<file path="config.mk">
export PLATFORM = sky130hd
export DESIGN_NAME = nrf_register_file
export DESIGN_NICKNAME = d
export VERILOG_FILES = /design/src/rtl/nrf_pkg.sv /design/src/rtl/nrf_ctrl_area.sv /design/src/rtl/nrf_data_mem.sv /design/src/rtl/nrf_register_file.sv
export SDC_FILE = /design/constraint.sdc
export NUM_CORES = 1
export LEC_CHECK = 0
export BUFFER_PORTS_ARGS = -buffer_cell sky130_fd_sc_hd__buf_2
export CAP_MARGIN = 0
export CORE_MARGIN = 4
export CORE_UTILIZATION = 50
export CTS_CLUSTER_DIAMETER = 100
export DETAILED_ROUTE_END_ITERATION = 8
export GPL_ROUTABILITY_DRIVEN = 0
export PLACE_DENSITY_LB_ADDON = 0.1
export SKIP_LAST_GASP = 1
export SLEW_MARGIN = 20
export SYNTH_ARGS = -nofsm -noshare
export SYNTH_HDL_FRONTEND = slang
export SYNTH_SLANG_ARGS = --single-unit
</file>
<file path="constraint.sdc">
create_clock -name core_clk -period 16.8 [get_ports core_clk]
set_input_delay 3.36 -clock core_clk [delete_from_list [all_inputs] [get_ports core_clk]]
set_output_delay 3.36 -clock core_clk [all_outputs]
set_load 0.02 [all_outputs]
</file>
<file path="src/rtl/nrf_pkg.sv">
package nrf_pkg;

  // Bus word offsets (byte addresses, one aligned word each)
  localparam logic [7:0] OFS_WINDOW = 8'h00;
  localparam logic [7:0] OFS_BANK = 8'h04;
  localparam logic [7:0] OFS_ROWPTR = 8'h08;
  localparam logic [7:0] OFS_RFCMD = 8'h0c;
  localparam logic [7:0] OFS_DMADDR = 8'h10;
  localparam logic [7:0] OFS_DMDATA = 8'h14;
  localparam logic [7:0] OFS_ADDRREG = 8'h18;
  localparam logic [7:0] OFS_INDEXREG = 8'h1c;
  localparam logic [7:0] OFS_INCR = 8'h20;
  // Working row window: 16 words from here
  localparam logic [1:0] OFS_ROW_TOP = 2'h1;

  // Register file layout
  localparam int RF_AW = 7;
  localparam int RF_OP_BIT = 7;
  localparam logic [6:0] RF_WINDOW_ADDR = 7'h78;
  localparam int INCR_AR_BIT = 0;
  localparam int INCR_IX_BIT = 1;

  // Valid-bit masks, fixed-zero bits are cleared
  localparam logic [3:0] BANK_MASK = 4'h1;
  localparam logic [3:0] ROWPTR_MASK = 4'hf;
  localparam logic [15:0] AR_MASK = 16'h03ff;
  localparam logic [11:0] IX_MASK = 12'h7ff;

  // Values after reset
  localparam logic [3:0] NIB_RESET = 4'h0;
  localparam logic [6:0] ADDR7_RESET = 7'h00;
  localparam logic [7:0] CMD_RESET = 8'h00;
  localparam logic [15:0] AR_RESET = 16'h0000;
  localparam logic [11:0] IX_RESET = 12'h000;
  localparam logic [31:0] WORD_RESET = 32'h0000_0000;

  // Bus access sequencer
  typedef enum logic [1:0] {
    ST_IDLE = 2'b00,
    ST_EXEC = 2'b01,
    ST_DONE = 2'b11
  } nrf_state_type;

  // Implemented control entries
  function automatic logic ctrl_impl(input logic [5:0] idx);
    case (idx)
      6'h01, 6'h02, 6'h03, 6'h07, 6'h08, 6'h09, 6'h0a, 6'h0b, 6'h0f,
      6'h11, 6'h12, 6'h13, 6'h17, 6'h18, 6'h19, 6'h1a, 6'h1b, 6'h1f,
      6'h20, 6'h21, 6'h22, 6'h23, 6'h27, 6'h2f, 6'h37, 6'h3f: return 1'b1;
      default: return 1'b0;
    endcase
  endfunction

  // Read-only control entries
  function automatic logic ctrl_ro(input logic [5:0] idx);
    case (idx)
      6'h0f, 6'h1f, 6'h2f, 6'h3f: return 1'b1;
      default: return 1'b0;
    endcase
  endfunction

  // Implemented bit positions per entry
  function automatic logic [3:0] ctrl_bits(input logic [5:0] idx);
    case (idx)
      6'h01: return 4'h7;
      6'h07: return 4'h3;
      default: return 4'hf;
    endcase
  endfunction

  // Action bits: writable, always read zero
  function automatic logic [3:0] ctrl_action(input logic [5:0] idx);
    case (idx)
      6'h03: return 4'h9;
      6'h11, 6'h12, 6'h13: return 4'h4;
      6'h20: return 4'h1;
      default: return 4'h0;
    endcase
  endfunction

endpackage

</file>
<file path="src/rtl/nrf_ctrl_area.sv">
`timescale 1ns/1ps
module nrf_ctrl_area (
  // Clock and reset
  input wire logic core_clk,
  input wire logic sys_rst,
  // Access port
  input wire logic wrEn,
  input wire logic [5:0] addr,
  input wire logic [3:0] wrData,
  output logic [3:0] rdData,
  // Peripheral side
  input wire logic [255:0] statusIn,
  output logic [255:0] ctrlOut,
  output logic [255:0] actionPulse
);

  // Read value of every entry
  logic [255:0] readVec;

  // One slice per control entry
  for (genvar i = 0; i < 64; i++) begin : g_entry
    localparam logic [5:0] IDX = 6'(i);
    localparam logic [3:0] BITS = nrf_pkg::ctrl_bits(IDX);
    localparam logic [3:0] ACT = nrf_pkg::ctrl_action(IDX);
    wire hit = wrEn && (addr == IDX);
    if (nrf_pkg::ctrl_impl(IDX) && !nrf_pkg::ctrl_ro(IDX)) begin : g_rw
      logic [3:0] store_r;
      logic [3:0] pulse_r;
      // Fixed-zero bits never stored
      always_ff @(posedge core_clk or posedge sys_rst) begin
        if (sys_rst) begin
          store_r <= nrf_pkg::NIB_RESET;
          pulse_r <= nrf_pkg::NIB_RESET;
        end else begin
          if (hit) begin
            store_r <= wrData & BITS & ~ACT;
          end
          pulse_r <= hit ? (wrData & ACT) : nrf_pkg::NIB_RESET;
        end
      end
      // Action bits are strobes, so they read back zero
      assign readVec[i*4 +: 4] = store_r;
      assign ctrlOut[i*4 +: 4] = store_r;
      assign actionPulse[i*4 +: 4] = pulse_r;
    end else if (nrf_pkg::ctrl_impl(IDX)) begin : g_ro
      // Status seen live, writes dropped
      assign readVec[i*4 +: 4] = statusIn[i*4 +: 4] & BITS;
      assign ctrlOut[i*4 +: 4] = 4'h0;
      assign actionPulse[i*4 +: 4] = 4'h0;
    end else begin : g_none
      // Unimplemented: no storage, reads zero
      assign readVec[i*4 +: 4] = 4'h0;
      assign ctrlOut[i*4 +: 4] = 4'h0;
      assign actionPulse[i*4 +: 4] = 4'h0;
    end
  end

  // Read select
  assign rdData = readVec[{addr, 2'b00} +: 4];

endmodule

</file>
<file path="src/rtl/nrf_data_mem.sv">
`timescale 1ns/1ps
module nrf_data_mem (
  // Clock and reset
  input wire logic core_clk,
  input wire logic sys_rst,
  // Single port: bank bit, row, column
  input wire logic [7:0] addr,
  input wire logic wrEn,
  input wire logic [3:0] wrData,
  output logic [3:0] rdData
);

  // Two banks of 128 nibbles
  logic [3:0] cells [0:255];
  logic [3:0] rdData_r;

  // Contents are not reset, like real RAM
  always_ff @(posedge core_clk) begin
    if (wrEn) begin
      cells[addr] <= wrData;
    end
  end

  // Registered read, one cycle after the address
  always_ff @(posedge core_clk or posedge sys_rst) begin
    if (sys_rst) begin
      rdData_r <= nrf_pkg::NIB_RESET;
    end else begin
      rdData_r <= cells[addr];
    end
  end

  assign rdData = rdData_r;

endmodule

</file>
<file path="src/rtl/nrf_register_file.sv">
// Chosen here: the register offsets and the Avalon-MM interface to the registers.
`timescale 1ns/1ps
module nrf_register_file (
  // Clock and reset
  input wire logic core_clk,
  input wire logic sys_rst,
  // Avalon-MM slave
  input wire logic [7:0] avs_address,
  input wire logic avs_read,
  input wire logic avs_write,
  input wire logic [31:0] avs_writedata,
  input wire logic [3:0] avs_byteenable,
  output logic [31:0] avs_readdata,
  output logic avs_waitrequest,
  // Peripheral control area
  input wire logic [255:0] ctrlStatusIn,
  output logic [255:0] ctrlOut,
  output logic [255:0] ctrlActionPulse,
  // Core-visible state
  output logic [3:0] windowValue,
  output logic bankSel
);

  // Sequencer state
  nrf_pkg::nrf_state_type state_r;
  nrf_pkg::nrf_state_type state_nxt;

  // Software-visible registers
  logic [3:0] window_r; // Window register
  logic [3:0] bank_r; // Current bank, only bit 0 valid
  logic [3:0] rowPtr_r; // Bank in bit 3, row in bits 2:0
  logic [7:0] lastCmd_r; // Last file operation issued
  logic [6:0] dmAddr_r; // Ordinary data access address
  logic [15:0] addrReg_r; // Address register
  logic [11:0] indexReg_r; // Index register
  logic [31:0] readData_r; // Read answer held for the bus

  // Register next values
  logic [3:0] window_nxt;
  logic [15:0] addrReg_nxt;
  logic [11:0] indexReg_nxt;

  // Request decode
  wire req = avs_read || avs_write;
  wire commit = req && (state_r == nrf_pkg::ST_DONE);
  wire wrCommit = commit && avs_write;
  wire be0 = avs_byteenable[0];
  wire be1 = avs_byteenable[1];
  wire hitWindow = (avs_address == nrf_pkg::OFS_WINDOW);
  wire hitBank = (avs_address == nrf_pkg::OFS_BANK);
  wire hitRowPtr = (avs_address == nrf_pkg::OFS_ROWPTR);
  wire hitRfCmd = (avs_address == nrf_pkg::OFS_RFCMD);
  wire hitDmAddr = (avs_address == nrf_pkg::OFS_DMADDR);
  wire hitDmData = (avs_address == nrf_pkg::OFS_DMDATA);
  wire hitAddrReg = (avs_address == nrf_pkg::OFS_ADDRREG);
  wire hitIndexReg = (avs_address == nrf_pkg::OFS_INDEXREG);
  wire hitIncr = (avs_address == nrf_pkg::OFS_INCR);
  wire hitRow = (avs_address[7:6] == nrf_pkg::OFS_ROW_TOP) && (avs_address[1:0] == 2'b00);
  wire [3:0] rowCol = avs_address[5:2];

  // File operation fields, taken from the command word
  wire [6:0] rfAddr = avs_writedata[6:0];
  wire rfIsWrite = avs_writedata[nrf_pkg::RF_OP_BIT];
  wire rfUpper = rfAddr[6];
  wire rfCmdGo = hitRfCmd && avs_write && be0;

  // Memory address select: file alias, ordinary access, working row
  logic [7:0] memAddr;
  assign memAddr = rfCmdGo ? {bank_r[0], rfAddr} :
                   hitDmData ? {bank_r[0], dmAddr_r} :
                   {rowPtr_r[3], rowPtr_r[2:0], rowCol};

  // Memory path in use for this request
  wire memPath = (rfCmdGo && rfUpper) || hitDmData || hitRow;
  // The window itself sits at 78H in each bank, so steer it there
  wire winAlias = memPath && (memAddr[6:0] == nrf_pkg::RF_WINDOW_ADDR);

  // Data read from the memory array and the control area
  logic [3:0] memRd;
  logic [3:0] ctrlRd;
  wire [3:0] memNib = winAlias ? window_r : memRd;
  // Low half comes only from the control area
  wire [3:0] rfReadNib = rfUpper ? memNib : ctrlRd;

  // Write strobes for the two stores
  wire rfWrCommit = wrCommit && rfCmdGo && rfIsWrite;
  wire rfRdCommit = wrCommit && rfCmdGo && !rfIsWrite;
  wire memWrEn = !winAlias && ((rfWrCommit && rfUpper) ||
                 (wrCommit && be0 && (hitDmData || hitRow)));
  wire ctrlWrEn = rfWrCommit && !rfUpper;
  // File writes carry the window, other writes the bus nibble
  wire [3:0] memWrData = rfCmdGo ? window_r : avs_writedata[3:0];

  // Peripheral control storage
  nrf_ctrl_area u_ctrl (
    .core_clk(core_clk),
    .sys_rst(sys_rst),
    .wrEn(ctrlWrEn),
    .addr(rfAddr[5:0]),
    .wrData(window_r),
    .rdData(ctrlRd),
    .statusIn(ctrlStatusIn),
    .ctrlOut(ctrlOut),
    .actionPulse(ctrlActionPulse)
  );

  // Data memory, both banks
  nrf_data_mem u_mem (
    .core_clk(core_clk),
    .sys_rst(sys_rst),
    .addr(memAddr),
    .wrEn(memWrEn),
    .wrData(memWrData),
    .rdData(memRd)
  );

  // Increment with wrap over valid bits only
  wire incAr = wrCommit && hitIncr && be0 && avs_writedata[nrf_pkg::INCR_AR_BIT];
  wire incIx = wrCommit && hitIncr && be0 && avs_writedata[nrf_pkg::INCR_IX_BIT];
  // Forcing fixed bits to one lets the carry skip them
  wire [15:0] arInc = ((addrReg_r | ~nrf_pkg::AR_MASK) + 16'h0001) & nrf_pkg::AR_MASK;
  wire [11:0] ixInc = ((indexReg_r | ~nrf_pkg::IX_MASK) + 12'h001) & nrf_pkg::IX_MASK;
  wire [15:0] arWrite = {be1 ? avs_writedata[15:8] : addrReg_r[15:8],
                         be0 ? avs_writedata[7:0] : addrReg_r[7:0]};
  wire [11:0] ixWrite = {be1 ? avs_writedata[11:8] : indexReg_r[11:8],
                         be0 ? avs_writedata[7:0] : indexReg_r[7:0]};

  // Address register next value
  always_comb begin
    addrReg_nxt = addrReg_r;
    if (incAr) begin
      addrReg_nxt = arInc;
    end else if (wrCommit && hitAddrReg) begin
      addrReg_nxt = arWrite & nrf_pkg::AR_MASK;
    end
  end

  // Index register next value
  always_comb begin
    indexReg_nxt = indexReg_r;
    if (incIx) begin
      indexReg_nxt = ixInc;
    end else if (wrCommit && hitIndexReg) begin
      indexReg_nxt = ixWrite & nrf_pkg::IX_MASK;
    end
  end

  // Window next value; every file read lands here
  always_comb begin
    window_nxt = window_r;
    if (rfRdCommit) begin
      window_nxt = rfReadNib;
    end else if (wrCommit && be0 && (hitWindow || winAlias)) begin
      window_nxt = avs_writedata[3:0];
    end
  end

  // Read answer select
  logic [31:0] rdValue;
  always_comb begin
    rdValue = nrf_pkg::WORD_RESET;
    if (hitWindow) begin
      rdValue = {28'h0, window_r};
    end else if (hitBank) begin
      rdValue = {28'h0, bank_r};
    end else if (hitRowPtr) begin
      rdValue = {28'h0, rowPtr_r};
    end else if (hitRfCmd) begin
      rdValue = {24'h0, lastCmd_r};
    end else if (hitDmAddr) begin
      rdValue = {25'h0, dmAddr_r};
    end else if (hitDmData || hitRow) begin
      rdValue = {28'h0, memNib};
    end else if (hitAddrReg) begin
      rdValue = {16'h0, addrReg_r};
    end else if (hitIndexReg) begin
      rdValue = {20'h0, indexReg_r};
    end
  end

  // Sequencer: take, let memory settle, answer
  always_comb begin
    state_nxt = state_r;
    case (state_r)
      nrf_pkg::ST_IDLE: begin
        if (req) begin
          state_nxt = nrf_pkg::ST_EXEC;
        end
      end
      nrf_pkg::ST_EXEC: begin
        state_nxt = nrf_pkg::ST_DONE;
      end
      nrf_pkg::ST_DONE: begin
        state_nxt = nrf_pkg::ST_IDLE;
      end
      default: begin
        state_nxt = nrf_pkg::ST_IDLE;
      end
    endcase
  end

  // Sequencer and read answer flops
  always_ff @(posedge core_clk or posedge sys_rst) begin
    if (sys_rst) begin
      state_r <= nrf_pkg::ST_IDLE;
      readData_r <= nrf_pkg::WORD_RESET;
    end else begin
      state_r <= state_nxt;
      // Memory read data is valid by EXEC
      if (state_r == nrf_pkg::ST_EXEC && avs_read) begin
        readData_r <= rdValue;
      end
    end
  end

  // Window, address and index registers
  always_ff @(posedge core_clk or posedge sys_rst) begin
    if (sys_rst) begin
      window_r <= nrf_pkg::NIB_RESET;
      addrReg_r <= nrf_pkg::AR_RESET;
      indexReg_r <= nrf_pkg::IX_RESET;
    end else begin
      window_r <= window_nxt;
      addrReg_r <= addrReg_nxt;
      indexReg_r <= indexReg_nxt;
    end
  end

  // Bank, row pointer, data address and last command
  always_ff @(posedge core_clk or posedge sys_rst) begin
    if (sys_rst) begin
      bank_r <= nrf_pkg::NIB_RESET;
      rowPtr_r <= nrf_pkg::NIB_RESET;
      dmAddr_r <= nrf_pkg::ADDR7_RESET;
      lastCmd_r <= nrf_pkg::CMD_RESET;
    end else if (wrCommit && be0) begin
      if (hitBank) begin
        bank_r <= avs_writedata[3:0] & nrf_pkg::BANK_MASK;
      end
      if (hitRowPtr) begin
        // Any row may be named; unbuilt rows are software's concern
        rowPtr_r <= avs_writedata[3:0] & nrf_pkg::ROWPTR_MASK;
      end
      if (hitDmAddr) begin
        dmAddr_r <= avs_writedata[6:0];
      end
      if (hitRfCmd) begin
        lastCmd_r <= avs_writedata[7:0];
      end
    end
  end

  // Bus outputs; unmapped words answer zero and ignore writes
  assign avs_waitrequest = req && (state_r != nrf_pkg::ST_DONE);
  assign avs_readdata = readData_r;
  assign windowValue = window_r;
  assign bankSel = bank_r[0];

endmodule

</file>
-- After elaboration in Yosys (flattened, before gate mapping)
Memory sizes are Yosys's and may differ from the RTL's. A register that Yosys moved wholly into a read port is not among the register bits.
Index checks and enable logic that the tools add are counted.
- memories: 1
- memory bits (writable): 1024
- register bits after elaboration: 185
- logic and storage cells: 184
- input bits: 304
- output and inout bits: 550
- add/sub/neg operators: 2
- shifts and indexed selects: 1
- eq/ne operators: 36
- mux-type cells: 31
- reduce and logical (&&, ||, !) cells: 73
- memories (name ; words ; bits a word ; read ports ; clocked after memory_dff ; write ports ; line ; RTL):
    u_mem.cells ; 256 ; 4 ; 1 ; 1 ; 1 ; nrf_data_mem.sv:14 ; logic [3:0] cells [0:255];
- operator list (kind ; number):
    $shiftx A256 B9 Y4 ; 1
    $mux W16 ; 9
    $eq A6 B5 Y1 const B ; 8
    $logic_and A1 B1 Y1 ; 46
    $eq A6 B6 Y1 const B ; 6
    $mux W12 ; 3
    $eq A8 B5 Y1 const B ; 4
    $eq A6 B4 Y1 const B ; 4
    $mux W4 ; 6
    $mux W8 ; 3
    $eq A8 B4 Y1 const B ; 2
    $reduce_and A2 Y1 ; 8
    $reduce_bool A2 Y1 ; 7
    $eq A6 B2 Y1 const B ; 2
    $mux W3 ; 4
    $add A11 B1 Y11 const B ; 1
    $add A10 B2 Y10 const B ; 1
    $eq A8 B3 Y1 const B ; 1
    $eq A8 B6 Y1 const B ; 1
    $logic_not A8 Y1 ; 1
    $eq A7 B7 Y1 const B ; 1
    $eq A6 B1 Y1 const B ; 1
    $eq A6 B3 Y1 const B ; 1
    $logic_or A1 B1 Y1 ; 6
    other kinds (8) ; 16

-- Depth between registers and ports, before layout
- word-level depth: 14
- mapped depth: 14
- mapped depth without buffers: 9

-- Hierarchy
From an unflattened synthesis, not the netlist that was laid out.
- cells, all modules: 3168
- area, all modules: 51310.5 µm²
- modules (own cells, without submodules) (module ; times used ; area an instance (µm²) ; cells each ; seq. area each (µm²)):
    nrf_data_mem ; 1 ; 40033.4 ; 1961 ; 30849.6
    nrf_ctrl_area ; 1 ; 7508.5 ; 771 ; 2127.0
    nrf_register_file ; 1 ; 3768.6 ; 436 ; 1451.4

-- Least setup slack after synthesis
Ideal clock, no wire load.
- path kind: input port to flip-flop
- start: input port avs_address[4]
- end: memory u_mem.cells[0][2] (data pin)
- buffers on the path: 2
- data arrival time: 14199 ps
- library setup time: 2188 ps
- setup slack: 413 ps
- data required time: 14612 ps
- stages: 5
- path through: buf_2 -> nor4_1 -> nand3_1 -> clkbuf_1 -> o21ai_0
- longest elaborated chain between the ends: 4
- RTL lines (element ; line ; RTL):
    start, declared ; nrf_register_file.sv:8 ; input wire logic [7:0] avs_address,
    $eq A8 B4 Y1 ; nrf_register_file.sv:52 ; wire hitRfCmd = (avs_address == nrf_pkg::OFS_RFCMD);
    $logic_and A1 B1 Y1 (2 in a row) ; nrf_register_file.sv:65 ; wire rfCmdGo = hitRfCmd && avs_write && be0;
    $mux W4 ; nrf_register_file.sv:92 ; wire [3:0] memWrData = rfCmdGo ? window_r : avs_writedata[3:0];
    via memWrData[2] ; nrf_register_file.sv:92 ;
    end, declared ; nrf_data_mem.sv:14 ;
The timed path passes the listed nets, and every way through them passes these cells.

-- Worst setup path in the final report
- start: input port avs_writedata[1]
- end: register u_mem.rdData_r[0], in the netlist u_mem.rdData[0], read port of u_mem.cells
- longest elaborated chain between the ends: 1
- RTL lines (element ; line ; RTL):
    start, declared ; nrf_register_file.sv:11 ; input wire logic [31:0] avs_writedata,
    $mux W8 ; nrf_register_file.sv:69 ; assign memAddr = rfCmdGo ? {bank_r[0], rfAddr} :
    end, declared ; nrf_data_mem.sv:15 ; logic [3:0] rdData_r;
Every way passes these cells.
A chain may end at the register's enable or synchronous reset.

==> results.md <==
- Post-CTS Hold Buffers: 0
- Clock latency on the worst-skew pair: around 0.7 ns
- TritonCTS clock tree: built
- Routed len/inst: around 26 um
- Synth cell types: 79
- Final min period: ~8.5 ns
- Comb pwr share: a little over 7%
- Commonest non-fill, non-tap cell in the layout: edfxtp_1
- Max Buffers Root-to-Sink: 3
- Critical Path, Cell by Cell: buf_2 -> buf_4 -> inv_1 -> nand4_1 -> buf_4 -> nand2_4 -> buf_12 -> buf_4 -> a211oi_1 -> a311oi_1 -> nor4_1 -> o221ai_1 -> nor4_1 -> nand4_1
- Clock sink count: 1,171
- Die span in y: 333 um
- Hpwl dp: between 90,000 and 100,000 um
- Crit-path max FO: 139
- Cell Area, Synth: 52,900 um^2
- Most frequent cells in the layout: edfxtp_1 (1,024), nand2_1 (765), conb_1 (456)
- Hold WS: between 0.4 and 0.5 ns
- Power Internal: about 0.0047 W
- I/O pins: ~850
- Leak pwr: 20.8 nW
- Critical Path Start Type: input port
- Status: complete, no violations
- Min-Delay Path Class: flip-flop to flip-flop
- Synth area leader: edfxtp_1
- Worst stage delay on the critical path: 0.90 ns
- Hold Violations, Final: 0
- CTS Root Cell: clkbuf_16
- Post_cts resized: 0
- Final Cycle Share: between 50% and 60%
- Yosys warns: 0
- R2r setup slk: about 11 ns
- Pin count of the biggest net entering global routing: a little under 200
- Final Non-Filler Cells: 5,937
- Cells taking the most area after synthesis: edfxtp_1 (58%), dfrtp_1 (7.0%), buf_4 (6.4%)
- Worst r2r path cells: 11
- CP max stage cell: nor4_1
- EDFF count, synth: between 1,000 and 1,500
- Crit path buffers/inverters: 6
- Fin Setup TNS: 0 ns
- Pwr Total: around 0.0062 W
- Seq cells post-synth: about 1,200
- Initial antenna violation count: 10
- Switching pwr: around 0.0015 W
- Die Width: ~330 um
- Worst vdd ir: 91.8 uV
- Vias in the first global route: approximately 33,000
- Pwr Density: between 100 and 150 nW/um^2
- Starting Density: about half
- Final slew viol count: 0
- Vias per cell: between 5 and 6
- Worst Path Arrival: 9.03 ns
- Area Growth Syn to Fin: 8.28%
- Fmax: 117 MHz
- CORE AREA: around 110,000 um^2
- Worst Tran Pin Value: between 1 and 1.5 ns
- Final net count: 4,753
- Cell mode on critical path: buf_4
- Initial DRT Pass Iterations: 7
- First-pass GRT wire length: between 200,000 and 250,000 um
- Clock power share: around two fifths
- Num rows: roughly 120
- Crit end category: flip-flop
- Drt total wl: ~160,000 um
- Layout cell share with drive strength beyond 1: 11.9%
- Top-area cell type share of the netlist area: 58.1%
- FFs w/ async S/R, synth: 12.6%
- Number of buffers created by CTS: about 120
- Clk_skew: about 0.032 ns
- Setup bufs post-CTS: 0
- Post-synthesis average cell area: around 12 um^2
- Placed cells: roughly 5,700
- Worst Hold Depth: 1
- Reg power frac: between 50% and 60%
- CTS H-tree depth: 3
- Die area: around 110,000 um^2
- Top FF cell, synth: edfxtp_1
- Setup violators final: 0
- Iteration-0 DRC Markers: about 4,300
- Vias after detailed routing: 35,000
- Antenna Violating Nets Remaining: 0
- Sw Ratio: 23.9%
- Clock slew at reported path FFs: 0.06 ns
- Max_slew headroom: approximately 28%
- Crit path kind: input port to flip-flop
- Worst Path Required: around 17 ns
- Gr ovfl total: 0
- Gate Count Post-Synth: ~4,400
- Drc violations: 0
- Max Cap Viol: 0
- Layout filler cell count: approximately 9,000
- IO buf count: 142
- WP depth: 14
- GRT Total Usage: between 20% and 30%
- Post-synthesis sequential area ratio: around 65%
- Delay-heaviest family, CP: simple AND/OR/NAND/NOR gates
- RSZ-0062 raised after global routing: false
==> registers in the layout (all words and copies together), names as in the netlist <==
| signal | count |
|---|---|
| indexReg_r | 11 |
| addrReg_r | 10 |
| windowValue | 4 |
| lastCmd_r | 8 |
| state_r | 2 |
| dmAddr_r | 7 |
| bank_r | 1 |
| avs_readdata | 11 |
| u_mem.cells | 1024 |
| u_mem.rdData | 4 |
| rowPtr_r | 4 |
| u_ctrl.g_entry.g_rw.pulse_r | 6 |
| u_ctrl.g_entry.g_rw.store_r | 79 |
==> synth_stat cells, drive strengths merged (3+ instances only) <==
cell type,instances
buf,524
o221ai,6
inv,19
mux4,15
nand2,778
clkbuf,224
dfrtp,147
a311oi,101
a211oi,197
nor4b,4
nor2b,6
a32oi,18
a41o,3
or3,4
o211ai,12
edfxtp,1024
o31ai,12
a21oi,85
or2,4
nand3,191
o22ai,15
and3,158
a41oi,4
and2,12
nor3,22
a22oi,9
mux2i,69
nand2b,6
a22o,7
a221oi,6
or4,3
mux2,80
o41ai,5
and4,5
o21a,6
nor4,23
a31oi,90
nor2,323
nand4,42
o21ai,100
==> path summary, 6_finish.rpt <==
| check | from | to |
|---|---|---|
| hold / removal | indexReg_r[10]$_DFFE_PP0P_ | indexReg_r[10]$_DFFE_PP0P_ |
| min in group asynchronous | sys_rst | addrReg_r[0]$_DFFE_PP0P_ |
| setup / recovery | avs_writedata[1] | u_mem.rdData[0]$_DFF_PP0_ |
| hold reg to reg | indexReg_r[10]$_DFFE_PP0P_ | indexReg_r[10]$_DFFE_PP0P_ |
| setup reg to reg | dmAddr_r[1]$_DFFE_PP0P_ | u_mem.rdData[0]$_DFF_PP0_ |
| max in group asynchronous | sys_rst | windowValue[0]$_DFFE_PP0P_ |
==> metal layers <==
| metal | global-route usage (%) | share of wire (%) | up-vias |
|---|---|---|---|
| li1 | - | - | 15400 |
| met1 | 38.4 | 40 | 17500 |
| met2 | 43.1 | 47 | 1736 |
| met3 | 5.02 | 9.2 | 309 |
| met4 | 9.06 | 3.5 | 8 |
| met5 | 0 | 0.028 | - |
==> power groups by stage <==
stage / combinational, W / sequential (W) / clock, W
after floorplan: 0.000365 / 0.00327 / 0
after global placement: 0.000431 / 0.00324 / 0
after detailed placement: 0.000433 / 0.00324 / 0
after CTS: 0.000434 / 0.00318 / 0.00262
after global routing: 0.000470 / 0.00318 / 0.00274
final: 0.000441 / 0.00318 / 0.00258
==> cells by family (layout without fill, tap and decap cells) <==
group	Yosys count	after routing	synth area share (%)
and+or+nand+nor	1590	1590	13.3
DFF	1171	1171	65.1
buffers and inverters	767	467	8.75
AOI/OAI and AO/OA	695	695	9.22
muxes	164	164	3.65
adders and majority gates	2	2	0.0473
other	1	457	0.00709
==> worst register-to-register path, cell delays in order (launching register included) <==
cell and delay (ns):
dfrtp_1 0.37, and2_1 0.18, a41oi_1 0.31, a21oi_4 0.22, buf_4 0.64, buf_4 0.73
mux2i_1 0.28, a211oi_1 0.10, nor4_1 0.89, o221ai_1 0.20, nor4_1 0.88, nand4_1 0.32
==> cell type report <==
type	instances	area, um^2	area share [%]
clock inverters	69	638	1.11
repair buffers	229	1520	2.65
inverters	19	76.3	0.133
clock buffers	150	3130	5.45
multi-input cells	2907	15800	27.5
flip-flops and latches	1171	34400	60.1
well taps	1391	1740	3.04
diodes	1	2.50	0.00437
==> per-stage QoR <==
step / util [%] / setup slack [ns] / cell area [um^2]
2_1_floorplan: - / 0.413 / 54600
3_3_place_gp: 50.9 / 7.99 / 53500
3_5_place_dp: 50.9 / 7.91 / 53500
4_1_cts: 54.5 / 8.70 / 57300
5_1_grt: 54.5 / 8.23 / 57300
6_report: 54.5 / 8.27 / 57300
Note: power is estimated with default switching activity, not from simulation.
